==> config.mk <==
export PLATFORM = sky130hd
export DESIGN_NAME = nfbi_ctrl
export DESIGN_NICKNAME = d
export VERILOG_FILES = /design/src/rtl/nfbi_pkg.sv /design/src/rtl/nfbi_ctrl.sv
export SDC_FILE = /design/constraint.sdc
export NUM_CORES = 1
export LEC_CHECK = 0
export BUFFER_PORTS_ARGS = -buffer_cell sky130_fd_sc_hd__buf_2
export CAP_MARGIN = 20
export CORE_MARGIN = 5
export CORE_UTILIZATION = 35
export CTS_BUF_LIST = sky130_fd_sc_hd__clkbuf_16
export CTS_CLUSTER_DIAMETER = 30
export DETAILED_ROUTE_END_ITERATION = 10
export GPL_ROUTABILITY_DRIVEN = 0
export MAX_ROUTING_LAYER = met4
export PLACE_DENSITY = 0.58
export REMOVE_ABC_BUFFERS = 1
export SLEW_MARGIN = 10
export SYNTH_ARGS = -nofsm -noshare
export SYNTH_HDL_FRONTEND = slang
export SYNTH_HIERARCHICAL = 1
export SYNTH_SLANG_ARGS = --single-unit
==> constraint.sdc <==
create_clock -name sys_clk_i -period 8 [get_ports sys_clk_i]
set_input_delay 1.2 -clock sys_clk_i [delete_from_list [all_inputs] [get_ports sys_clk_i]]
set_output_delay 1.2 -clock sys_clk_i [all_outputs]
set_load 0.05 [all_outputs]
==> src/rtl/nfbi_pkg.sv <==
// Package of constants and carrier types for the flash bus controller
package nfbi_pkg;
   // Clock and timing
   localparam int CLK_MHZ = 125;
   localparam int STROBE_LOW_NS = 24;
   localparam int STROBE_HIGH_NS = 16;
   localparam int STROBE_LOW_CYC = (STROBE_LOW_NS * CLK_MHZ + 999) / 1000;
   localparam int STROBE_HIGH_CYC = (STROBE_HIGH_NS * CLK_MHZ + 999) / 1000;
   localparam int BUSY_SETTLE_NS = 100;
   localparam int BUSY_SETTLE_CYC = (BUSY_SETTLE_NS * CLK_MHZ + 999) / 1000;
   localparam int READ_BUSY_MAX_US = 25;
   localparam int READ_BUSY_MAX_CYC = READ_BUSY_MAX_US * CLK_MHZ;
   localparam int PROG_BUSY_TYP_US = 200;
   localparam int ERASE_BUSY_TYP_US = 1500;
   localparam int BUSY_LIMIT_CYC = 20 * ERASE_BUSY_TYP_US * CLK_MHZ;
   localparam int CNT_W = 24;
   // Address layout
   localparam int COL_W = 12;
   localparam int ROW_W = 19;
   localparam int ADDR_W = 31;
   localparam int ROW_LSB = 12;
   localparam int ADDR_CYC_FULL = 5;
   localparam int ADDR_CYC_ROW = 3;
   localparam int PAGE_BYTES = 2112;
   localparam int LEN_W = 12;
   // Operation codes
   typedef enum logic [1:0] {NFBI_OP_READ, NFBI_OP_PROG, NFBI_OP_ERASE} nfbi_op_type;
   // Command request carrier
   typedef struct packed {
      nfbi_op_type op;
      logic die;
      logic [7:0] cmd1;
      logic [7:0] cmd2;
      logic [ADDR_W-1:0] addr;
      logic [LEN_W-1:0] len;
   } nfbi_req_type;
   // Completion status carrier
   typedef struct packed {
      logic timeout;
      logic protect;
   } nfbi_sts_type;
endpackage

==> src/rtl/nfbi_ctrl.sv <==
// Flash bus controller: FIFO and pin sequencer
`timescale 1ns/100ps

// Byte FIFO in flip-flops
module nfbi_fifo #(
   parameter int WIDTH = 8,
   parameter int DEPTH = 16
) (
   input wire logic sys_clk_i,
   input wire logic resetn_i,
   input wire logic clk_en_i,
   input wire logic in_valid_i,
   output logic in_ready_o,
   input wire logic [WIDTH-1:0] in_data_i,
   output logic out_valid_o,
   input wire logic out_ready_i,
   output logic [WIDTH-1:0] out_data_o
);
   localparam int AW = $clog2(DEPTH);
   logic [WIDTH-1:0] mem_r [DEPTH]; // Storage
   logic [AW-1:0] wp_r, wp_nxt; // Write index
   logic [AW-1:0] rp_r, rp_nxt; // Read index
   logic [AW:0] cnt_r, cnt_nxt; // Fill level
   logic push, pop;
   assign in_ready_o = (cnt_r != (AW+1)'(DEPTH));
   assign out_valid_o = (cnt_r != '0);
   assign out_data_o = mem_r[rp_r];
   assign push = in_valid_i && in_ready_o;
   assign pop = out_valid_o && out_ready_i;
   // Next pointer values
   always_comb begin
      wp_nxt = push ? wp_r + 1'b1 : wp_r;
      rp_nxt = pop ? rp_r + 1'b1 : rp_r;
      cnt_nxt = cnt_r + (AW+1)'(push) - (AW+1)'(pop);
   end
   // Register pointers
   always_ff @(posedge sys_clk_i) begin
      if (!resetn_i) begin
         wp_r <= '0;
         rp_r <= '0;
         cnt_r <= '0;
      end else if (clk_en_i) begin
         wp_r <= wp_nxt;
         rp_r <= rp_nxt;
         cnt_r <= cnt_nxt;
      end
   end
   // Storage write, no reset needed
   always_ff @(posedge sys_clk_i) begin
      if (clk_en_i && push) begin
         mem_r[wp_r] <= in_data_i;
      end
   end
endmodule

// Sequencer driving the flash pins
module nfbi_ctrl
   import nfbi_pkg::*;
#(
   parameter int BUSY_LIMIT = BUSY_LIMIT_CYC,
   parameter int FIFO_DEPTH = 16
) (
   input wire logic sys_clk_i,
   input wire logic resetn_i,
   input wire logic clk_en_i,
   input wire logic req_valid_i,
   output logic req_ready_o,
   input wire nfbi_req_type req_i,
   output logic done_o,
   output nfbi_sts_type sts_o,
   input wire logic wr_valid_i,
   output logic wr_ready_o,
   input wire logic [7:0] wr_data_i,
   output logic rd_valid_o,
   input wire logic rd_ready_i,
   output logic [7:0] rd_data_o,
   input wire logic wp_enable_i,
   output logic chip_sel_n_o,
   output logic second_die_sel_n_o,
   output logic cmd_latch_o,
   output logic addr_latch_o,
   output logic write_strobe_n_o,
   output logic read_strobe_n_o,
   output logic write_protect_n_o,
   input wire logic [7:0] data_io_i,
   output logic [7:0] data_io_o,
   output logic data_io_oe_n_o,
   input wire logic ready_busy_n_i
);
   typedef enum logic [3:0] {
      S_IDLE, S_CMD1, S_ADDR, S_WDATA, S_CMD2, S_WAIT, S_BUSY, S_RDATA, S_DONE
   } nfbi_state_type;
   nfbi_state_type st_r, st_nxt; // Sequencer state
   nfbi_req_type rq_r, rq_nxt; // Latched request
   logic [7:0] dout_r, dout_nxt; // Pin byte out
   logic oe_n_r, oe_n_nxt; // Pin drive enable, low drives
   logic cle_r, cle_nxt; // Command latch pin
   logic ale_r, ale_nxt; // Address latch pin
   logic we_n_r, we_n_nxt; // Write strobe pin
   logic re_n_r, re_n_nxt; // Read strobe pin
   logic [1:0] ph_r, ph_nxt; // 0 setup,1 low,2 high
   logic [3:0] tc_r, tc_nxt; // Strobe phase timer
   logic [2:0] ac_r, ac_nxt; // Address cycle index
   logic [LEN_W-1:0] bc_r, bc_nxt; // Byte counter
   logic [CNT_W-1:0] wc_r, wc_nxt; // Busy wait counter
   logic done_r, done_nxt;
   nfbi_sts_type sts_r, sts_nxt;
   logic [7:0] rdq_data; // Byte into read FIFO
   logic rdq_push, rdq_ready; // Read FIFO fill side
   logic [7:0] wq_data; // Byte from write FIFO
   logic wq_valid, wq_pop; // Write FIFO drain side
   logic [7:0] abyte; // Current address byte
   logic [2:0] alast; // Last address cycle index
   logic [2:0] afirst; // First address cycle index
   logic strobe_end; // Strobe high phase done
   logic die_sel_n;
   // Address byte mux, unused high bits forced low
   always_comb begin
      case (ac_r)
         3'h0: abyte = rq_r.addr[7:0];
         3'h1: abyte = {4'h0, rq_r.addr[11:8]};
         3'h2: abyte = rq_r.addr[19:12];
         3'h3: abyte = rq_r.addr[27:20];
         3'h4: abyte = {5'h00, rq_r.addr[30:28]};
         default: abyte = 8'h00;
      endcase
   end
   // Erase sends only row cycles
   assign afirst = (rq_r.op == NFBI_OP_ERASE) ? 3'(ADDR_CYC_FULL - ADDR_CYC_ROW) : 3'h0;
   assign alast = 3'(ADDR_CYC_FULL - 1);
   assign strobe_end = (ph_r == 2'h2) && (tc_r == 4'(STROBE_HIGH_CYC - 1));
   assign die_sel_n = (st_r == S_IDLE) || (st_r == S_DONE);
   // Write FIFO between user and pins
   nfbi_fifo #(.WIDTH(8), .DEPTH(FIFO_DEPTH)) u_wq (
      .sys_clk_i(sys_clk_i), .resetn_i(resetn_i), .clk_en_i(clk_en_i),
      .in_valid_i(wr_valid_i), .in_ready_o(wr_ready_o), .in_data_i(wr_data_i),
      .out_valid_o(wq_valid), .out_ready_i(wq_pop), .out_data_o(wq_data)
   );
   // Read FIFO, stalls read strobes when full
   nfbi_fifo #(.WIDTH(8), .DEPTH(FIFO_DEPTH)) u_rq (
      .sys_clk_i(sys_clk_i), .resetn_i(resetn_i), .clk_en_i(clk_en_i),
      .in_valid_i(rdq_push), .in_ready_o(rdq_ready), .in_data_i(rdq_data),
      .out_valid_o(rd_valid_o), .out_ready_i(rd_ready_i), .out_data_o(rd_data_o)
   );
   assign req_ready_o = (st_r == S_IDLE);
   assign done_o = done_r;
   assign sts_o = sts_r;
   assign rdq_data = data_io_i;
   // Sample byte late in the read strobe low time
   assign rdq_push = (st_r == S_RDATA) && (ph_r == 2'h1)
                     && (tc_r == 4'(STROBE_LOW_CYC - 1));
   assign wq_pop = (st_r == S_WDATA) && strobe_end;
   // Pins; protect low unless program or erase allowed
   assign write_protect_n_o = wp_enable_i;
   assign chip_sel_n_o = die_sel_n || rq_r.die;
   assign second_die_sel_n_o = die_sel_n || !rq_r.die;
   assign cmd_latch_o = cle_r;
   assign addr_latch_o = ale_r;
   assign write_strobe_n_o = we_n_r;
   assign read_strobe_n_o = re_n_r;
   assign data_io_o = dout_r;
   assign data_io_oe_n_o = oe_n_r;
   // Sequencer next state
   always_comb begin
      st_nxt = st_r;
      rq_nxt = rq_r;
      dout_nxt = dout_r;
      oe_n_nxt = oe_n_r;
      cle_nxt = 1'b0;
      ale_nxt = 1'b0;
      we_n_nxt = 1'b1;
      re_n_nxt = 1'b1;
      ph_nxt = ph_r;
      tc_nxt = tc_r;
      ac_nxt = ac_r;
      bc_nxt = bc_r;
      wc_nxt = wc_r;
      done_nxt = 1'b0;
      sts_nxt = sts_r;
      // Strobe phase timing for write and read cycles
      if (st_r inside {S_CMD1, S_ADDR, S_WDATA, S_CMD2, S_RDATA}) begin
         case (ph_r)
            2'h0: begin
               ph_nxt = 2'h1;
               tc_nxt = 4'h0;
            end
            2'h1: begin
               tc_nxt = tc_r + 4'h1;
               if (tc_r == 4'(STROBE_LOW_CYC - 1)) begin
                  ph_nxt = 2'h2;
                  tc_nxt = 4'h0;
               end
            end
            default: begin
               tc_nxt = tc_r + 4'h1;
               if (strobe_end) begin
                  ph_nxt = 2'h0;
               end
            end
         endcase
      end
      case (st_r)
         S_IDLE: begin
            oe_n_nxt = 1'b1;
            if (req_valid_i) begin
               rq_nxt = req_i;
               st_nxt = S_CMD1;
               ph_nxt = 2'h0;
               sts_nxt = '0;
            end
         end
         S_CMD1: begin
            cle_nxt = 1'b1;
            oe_n_nxt = 1'b0;
            dout_nxt = rq_r.cmd1;
            we_n_nxt = !(ph_r == 2'h1);
            if (strobe_end) begin
               st_nxt = S_ADDR;
               ac_nxt = afirst;
            end
         end
         S_ADDR: begin
            ale_nxt = 1'b1;
            dout_nxt = abyte;
            we_n_nxt = !(ph_r == 2'h1);
            if (strobe_end) begin
               ac_nxt = ac_r + 3'h1;
               if (ac_r == alast) begin
                  bc_nxt = rq_r.len;
                  st_nxt = (rq_r.op == NFBI_OP_PROG && rq_r.len != '0) ? S_WDATA : S_CMD2;
               end
            end
         end
         S_WDATA: begin
            // Hold off the strobe until a byte waits
            if (ph_r == 2'h0 && !wq_valid) begin
               ph_nxt = 2'h0;
            end else begin
               we_n_nxt = !(ph_r == 2'h1);
            end
            dout_nxt = wq_data;
            if (strobe_end) begin
               bc_nxt = bc_r - 1'b1;
               if (bc_r == LEN_W'(1)) begin
                  st_nxt = S_CMD2;
               end
            end
         end
         S_CMD2: begin
            cle_nxt = 1'b1;
            dout_nxt = rq_r.cmd2;
            we_n_nxt = !(ph_r == 2'h1);
            if (strobe_end) begin
               st_nxt = S_WAIT;
               wc_nxt = '0;
               oe_n_nxt = 1'b1;
            end
         end
         S_WAIT: begin
            // Let the busy line fall before watching it
            wc_nxt = wc_r + 1'b1;
            if (wc_r == CNT_W'(BUSY_SETTLE_CYC)) begin
               st_nxt = S_BUSY;
            end
         end
         S_BUSY: begin
            // Hold selected until ready returns or wc_r reaches BUSY_LIMIT
            wc_nxt = wc_r + 1'b1;
            if (ready_busy_n_i) begin
               if (!wp_enable_i && rq_r.op != NFBI_OP_READ) begin
                  sts_nxt.protect = 1'b1;
               end
               bc_nxt = rq_r.len;
               ph_nxt = 2'h0;
               st_nxt = (rq_r.op == NFBI_OP_READ && rq_r.len != '0) ? S_RDATA : S_DONE;
            end else if (wc_r == CNT_W'(BUSY_LIMIT)) begin
               sts_nxt.timeout = 1'b1;
               st_nxt = S_DONE;
            end
         end
         S_RDATA: begin
            // Stall strobes while the read FIFO is full
            if (ph_r == 2'h0 && !rdq_ready) begin
               ph_nxt = 2'h0;
            end else begin
               re_n_nxt = !(ph_r == 2'h1);
            end
            if (strobe_end) begin
               bc_nxt = bc_r - 1'b1;
               if (bc_r == LEN_W'(1)) begin
                  st_nxt = S_DONE;
               end
            end
         end
         S_DONE: begin
            done_nxt = 1'b1;
            st_nxt = S_IDLE;
         end
         default: st_nxt = S_IDLE;
      endcase
   end
   // Sequencer registers
   always_ff @(posedge sys_clk_i) begin
      if (!resetn_i) begin
         st_r <= S_IDLE;
         rq_r <= '0;
         dout_r <= 8'h00;
         oe_n_r <= 1'b1;
         cle_r <= 1'b0;
         ale_r <= 1'b0;
         we_n_r <= 1'b1;
         re_n_r <= 1'b1;
         ph_r <= 2'h0;
         tc_r <= 4'h0;
         ac_r <= 3'h0;
         bc_r <= '0;
         wc_r <= '0;
         done_r <= 1'b0;
         sts_r <= '0;
      end else if (clk_en_i) begin
         st_r <= st_nxt;
         rq_r <= rq_nxt;
         dout_r <= dout_nxt;
         oe_n_r <= oe_n_nxt;
         cle_r <= cle_nxt;
         ale_r <= ale_nxt;
         we_n_r <= we_n_nxt;
         re_n_r <= re_n_nxt;
         ph_r <= ph_nxt;
         tc_r <= tc_nxt;
         ac_r <= ac_nxt;
         bc_r <= bc_nxt;
         wc_r <= wc_nxt;
         done_r <= done_nxt;
         sts_r <= sts_nxt;
      end
   end
endmodule

# Word level (Yosys, flattened, before mapping)
# Memories as Yosys holds them, arrays and structs flattened. A register that Yosys moved wholly into a read port is not among the register bits.
# Cells that the tools add are included.
word_totals:
  reg_bits: 153
  ram_bits: 256
  in_bits: 86
  output_inout_bits: 30
  word_cells: 198
  memories: 2
mem_list:
  columns: ["memory", "depth", "width", "read_ports", "rd_ports_with_merged_regs", "write_ports", "line", "source"]
  rows:
  - ["u_rq.mem_r", 16, 8, 1, 1, 1, "nfbi_ctrl.sv:20", "logic [WIDTH-1:0] mem_r [DEPTH];"]
  - ["u_wq.mem_r", 16, 8, 1, 1, 1, "nfbi_ctrl.sv:20", null]
classes:
  addsub: 12
  n_eq_ne: 39
  n_mux: 62
  n_reduce_logical: 56
op_table:
  columns: ["cell", "n"]
  rows:
  - ["2-to-1 mux 4 bit", 18]
  - ["2-to-1 mux 12 bit", 4]
  - ["one-hot mux 24 bit (2 select lines)", 1]
  - ["one-hot mux 8 bit (5 select lines)", 1]
  - ["one-hot mux 12 bit (3 select lines)", 1]
  - ["one-hot mux 4 bit (8 select lines)", 1]
  - ["one-hot mux 8 bit (4 select lines)", 1]
  - ["adder 24 x 1 -> 24 bit, second input constant", 1]
  - ["equality test 24 x 22 -> 1 bit, second input constant", 1]
  - ["equality test 24 x 4 -> 1 bit, second input constant", 1]
  - ["2-to-1 mux 24 bit", 1]
  - ["inequality test 2 bit, second input constant", 11]
  - ["adder 4 x 1 -> 4 bit, second input constant", 5]
  - ["2-to-1 mux 2 bit", 9]
  - ["equality test 4 x 3 -> 1 bit, second input constant", 4]
  - ["logical AND 1 bit", 15]
  - ["2-to-1 mux 1 bit", 15]
  - ["nonzero test 5 bit", 3]
  - ["equality test 12 x 1 -> 1 bit, second input constant", 1]
  - ["equality test 4 x 2 -> 1 bit, second input constant", 3]
  - ["AND reduction 12 bit", 1]
  - ["AND reduction 2 bit", 6]
  - ["nonzero test 12 bit", 1]
  - ["subtractor 12 x 1 -> 12 bit, second input constant", 1]
  - ["other kinds (34)", 63]

# Depth between registers and ports, before layout
depth:
  depth_word: 7
  mapped_depth: 17
  mapped_depth_nobuf: 14

# Modules after synthesis
# The synthesis kept the hierarchy.
modules_own_cells:
  columns: ["module", "instances", "cells_per_inst", "area_per_inst_um2", "seq_area_each_um2"]
  rows:
  - ["nfbi_ctrl", 1, 803, 6297.3, 2542.4]
  - ["nfbi_fifo (u_rq)", 1, 309, 5820.6, 4184.0]
  - ["nfbi_fifo (u_wq)", 1, 305, 5811.8, 4184.0]

# Worst setup path before layout
# OpenSTA, ideal clock, no wires.
synth_timing:
  path_kind: "flip-flop to output port"
  start: "reg st_r[1]"
  end: "out req_ready_o"
  t_arrival_ps: 2078
  t_required_ps: 6800
  slack_ps: 4722
  path_stages_with_launch: 3
  n_path_buf: 1
  path_cell_list: "dfxtp_1 -> buf_2 -> nor4_1"
synth_via:
  elab_chain_cells: 1
synth_rtl:
  columns: ["item", "line", "source"]
  rows:
  - ["start: declaration", "nfbi_ctrl.sv:93", "nfbi_state_type st_r, st_nxt;"]
  - ["start signal: assignment", "nfbi_ctrl.sv:321", "st_r <= st_nxt;"]
  - ["zero test 4 bit", "nfbi_ctrl.sv:145", "assign req_ready_o = (st_r == S_IDLE);"]
  - ["end: declaration", "nfbi_ctrl.sv:67", "output logic req_ready_o,"]
# No other way between the ends.

# Worst setup path in the final report
layout_timing:
  start: "reg st_r[0]"
  end: "reg u_wq.cnt_r[4]"
layout_via:
  elab_chain_cells: 4
layout_rtl:
  columns: ["item", "line", "source"]
  rows:
  - ["equality test 4 x 2 -> 1 bit", "nfbi_ctrl.sv:152", "assign wq_pop = (st_r == S_WDATA) && strobe_end;"]
  - ["logical AND 1 bit", "nfbi_ctrl.sv:152", null]
  - ["named net wq_pop", "nfbi_ctrl.sv:111", "logic wq_valid, wq_pop;"]
  - ["logical AND 1 bit", "nfbi_ctrl.sv:29", "assign pop = out_valid_o && out_ready_i;"]
  - ["subtractor 5 x 1 -> 5 bit", "nfbi_ctrl.sv:34", "cnt_nxt = cnt_r + (AW+1)'(push) - (AW+1)'(pop);"]
  - ["end signal: assignment", "nfbi_ctrl.sv:45", "cnt_r <= cnt_nxt;"]
  - ["end: declaration", "nfbi_ctrl.sv:23", "logic [AW:0] cnt_r, cnt_nxt;"]
# The timed path passes the listed nets, and every way through them passes these cells.
# A chain may end at the register's enable or synchronous reset.

==> impl_metrics.yaml <==
job:
  cap_violations: 0
floorplan:
  fp.dieW_um: 236
  die_height_um: 236
  io_pins: 116
  start_util: 0.352
  core_area_sq_um: 51000
  fp.dieArea_sq_um: 55900
  row_count: 83
clock_network:
  cts_resized: 0
  tritoncts: "built"
  cts_sinks: 417
  holdBufCountCts: 0
  cts_buffers: 98
  clkLatencyLatePin_ns: 0.66
  root_buffer: "clkbuf_16"
  post_cts_buffers: 0
  ctsLongestPathBuffers: 3
  clk_pin_slew_ns: 0.04
  htreeDepth: 3
sta:
  period_minus_slack_ns: 3.95
  fmax_ghz: 0.253
  setup_tns_ns: 0
  rsz0062_at_grt: "no"
  fin_crit_sh: 0.494
  slew_headroom: 0.316
  fin_skew_ns: 0.0677
  slew_violations: 0
  hold_violations: 0
  finalSetupViolations: 0
  worstMarginPinSlew_ns: 1.03
drt:
  vias: 12000
  drtAntennaViolNets: 0
  wl_per_cell_um: 18.9
  drt_iter0_drc: 866
  finalWirelength_um: 44000
  drc: 0
  drt_pass1_iterations: 5
  viasPerCell: 5.16
global_routing:
  grt_pass1_vias: 12000
  antenna_found_initial: 3
  grt_start_max_net_pins: 87
  grt_first_pass_wirelength_um: 68700
  grt_usage: 0.159
  gr-total-overflow: 0
layout:
  most-common-layout-cells: "edfxtp_1 (256), nand2_1 (198), dfxtp_1 (157), buf_2 (115), a21oi_1 (109)"
  post-route-util: 0.440
  layout_commonest_cell: "edfxtp_1"
  fin_nets: 1688
  layout-drive-gt1-share: 0.224
  area_growth_pct: 25.1
yosys:
  ys_warn_count: 6
  yosysTopAreaCellShare: 0.429
  synth_top_family_by_area: "simple AND/OR/NAND/NOR gates"
  synth_simple_gate_area_frac: 0.136
  synth-main-ff-cell: "edfxtp_1"
  ys_ff_latch: 417
  synth_fa_ha_area_frac: 0.0267
  synthMuxAreaShare: 0.0900
  syn_avg_cell_area_sq_um: 12.7
  yosys.area_share.xor_xnor: 0.0107
  synth_edf_count: 256
  synth_cell_types: 84
  syn_inst: 1417
  yosysSeqAreaShare: 0.609
  synth_area_leaders: "edfxtp_1 (43%), dfxtp_1 (18%), mux4_2 (8.0%)"
  synth_top_area_cell: "edfxtp_1"
  synth-compound-area-share: 0.100
  syn-cell-area_sq_um: 17900
  async_flop_share: 0
worst_setup_path:
  worstPathArrival_ns: 4.53
  worstSetupPathType: "reg2reg"
  reg2reg_depth: 11
  required_ns: 8.58
  reg2reg_slack_ns: 4.05
  end_kind: "register"
  cp_max_fo: 24
  timing.rr.end: "u_wq/cnt_r[4]"
  worstSetupStartpointType: "register"
  rr_startpoint: "st_r[0]"
pwr:
  totalPowerFinal_mw: 7.12
  peakVddDrop_v: 0.000215
  p_per_area_nw_per_um2: 318
  p_leak_nw: 7.95
worst_hold_path:
  whs_path_depth: 2
  min_to: "rq_r[54]"
  min_from: "rq_r[54]"
  hp-class: "reg2reg"
run_status:
  status: "finished, final reports clean"
placement:
  hpwl_um: 27600
  port_buffers: 115
-- critical path: stages (launching register included) --
cell,delay [ns]
dfxtp_1,0.84
nand3b_1,0.79
nor3_1,0.68
and2_1,0.21
ha_1,0.12
inv_1,0.04
ha_1,0.20
fa_1,0.43
a21oi_1,0.15
o21bai_1,0.08
mux2i_1,0.18
mux2i_1,0.19
-- kinds of logic after synthesis --
kind of cell | Yosys count
muxes | 81
buffers and inverters | 113
DFF | 417
and+or+nand+nor | 467
AOI/OAI and AO/OA | 280
adders and majority gates | 37
xor gates and xnor gates | 22
-- layer usage --
metal  GRT usage  routed length [um]
met5           -                   0
met1       0.207               19400
met4      0.0567                 943
met3      0.0297                2070
met2       0.250               21600
-- synthesized netlist by cell type (16+ instances only) --
master    number
and3_1        18
a22oi_1       33
and2_1        47
dfxtp_1      161
nand3_1       25
a21oi_1      109
nand2_1      198
xnor2_1       16
edfxtp_1     256
buf_1         16
ha_1          35
inv_1         35
mux4_2        64
nor2_1        45
nor3_1        17
mux2i_1       16
clkbuf_1      35
o21ai_0       46
nor2b_1       22
-- area by class of cell --
class | instances | area (sq um)
clock inverters | 87 | 897
diodes | 3 | 7.51
repair buffers | 124 | 643
flip-flops and latches | 417 | 10900
multi-input cells | 887 | 6520
clock buffers | 98 | 2450
well taps | 680 | 851
fillers | 4584 | 28600
inverters | 37 | 139
-- through the flow --
stage	instance area, sq um	hold WS (ns)	cells	setup slack, ns
after global routing	22400	0.471	2333	3.64
after detailed placement	19100	0.448	2144	4.04
after CTS	22400	0.455	2329	4.00
after global placement	19100	0.440	2144	4.16
final	22400	0.454	2333	4.05
after floorplan	17600	0.431	1341	4.22
-- worst max-delay path by stage --
| stage | startpoint | endpoint | slack (ns) |
|---|---|---|---|
| final | st_r[0] | u_wq/cnt_r[4] | 4.05 |
| after global routing | st_r[0] | u_wq/cnt_r[4] | 3.64 |
| after CTS | register | rd_data_o[3] | 4.00 |
| after detailed placement | st_r[0] | u_wq/cnt_r[4] | 4.04 |
| after global placement | st_r[0] | u_wq/cnt_r[4] | 4.16 |
| after floorplan | register | rd_data_o[0] | 4.22 |
-- flip-flops by register name, summed over array words and instances, names as in the netlist, 3 cells and up, named ones only --
name / cells
data_io_o: 8
u_rq/rp_r: 4
u_rq/cnt_r: 5
u_wq/rp_r: 4
rq_r: 62
u_rq/wp_r: 4
tc_r: 4
u_wq/wp_r: 4
u_rq/mem_r: 128
bc_r: 12
u_wq/cnt_r: 5
wc_r: 24
u_wq/mem_r: 128
st_r: 4
ac_r: 3
-- report_power, final --
| part | leakage [nW] | switching [mW] | internal [mW] | total [mW] |
|---|---|---|---|---|
| Clock | 1.67 | 1.27 | 2.62 | 3.90 |
| Sequential | 3.61 | 0.0982 | 2.37 | 2.47 |
| Combinational | 2.67 | 0.494 | 0.265 | 0.758 |
| Total | 7.95 | 1.86 | 5.26 | 7.12 |
(Power assumes the default switching activity.)
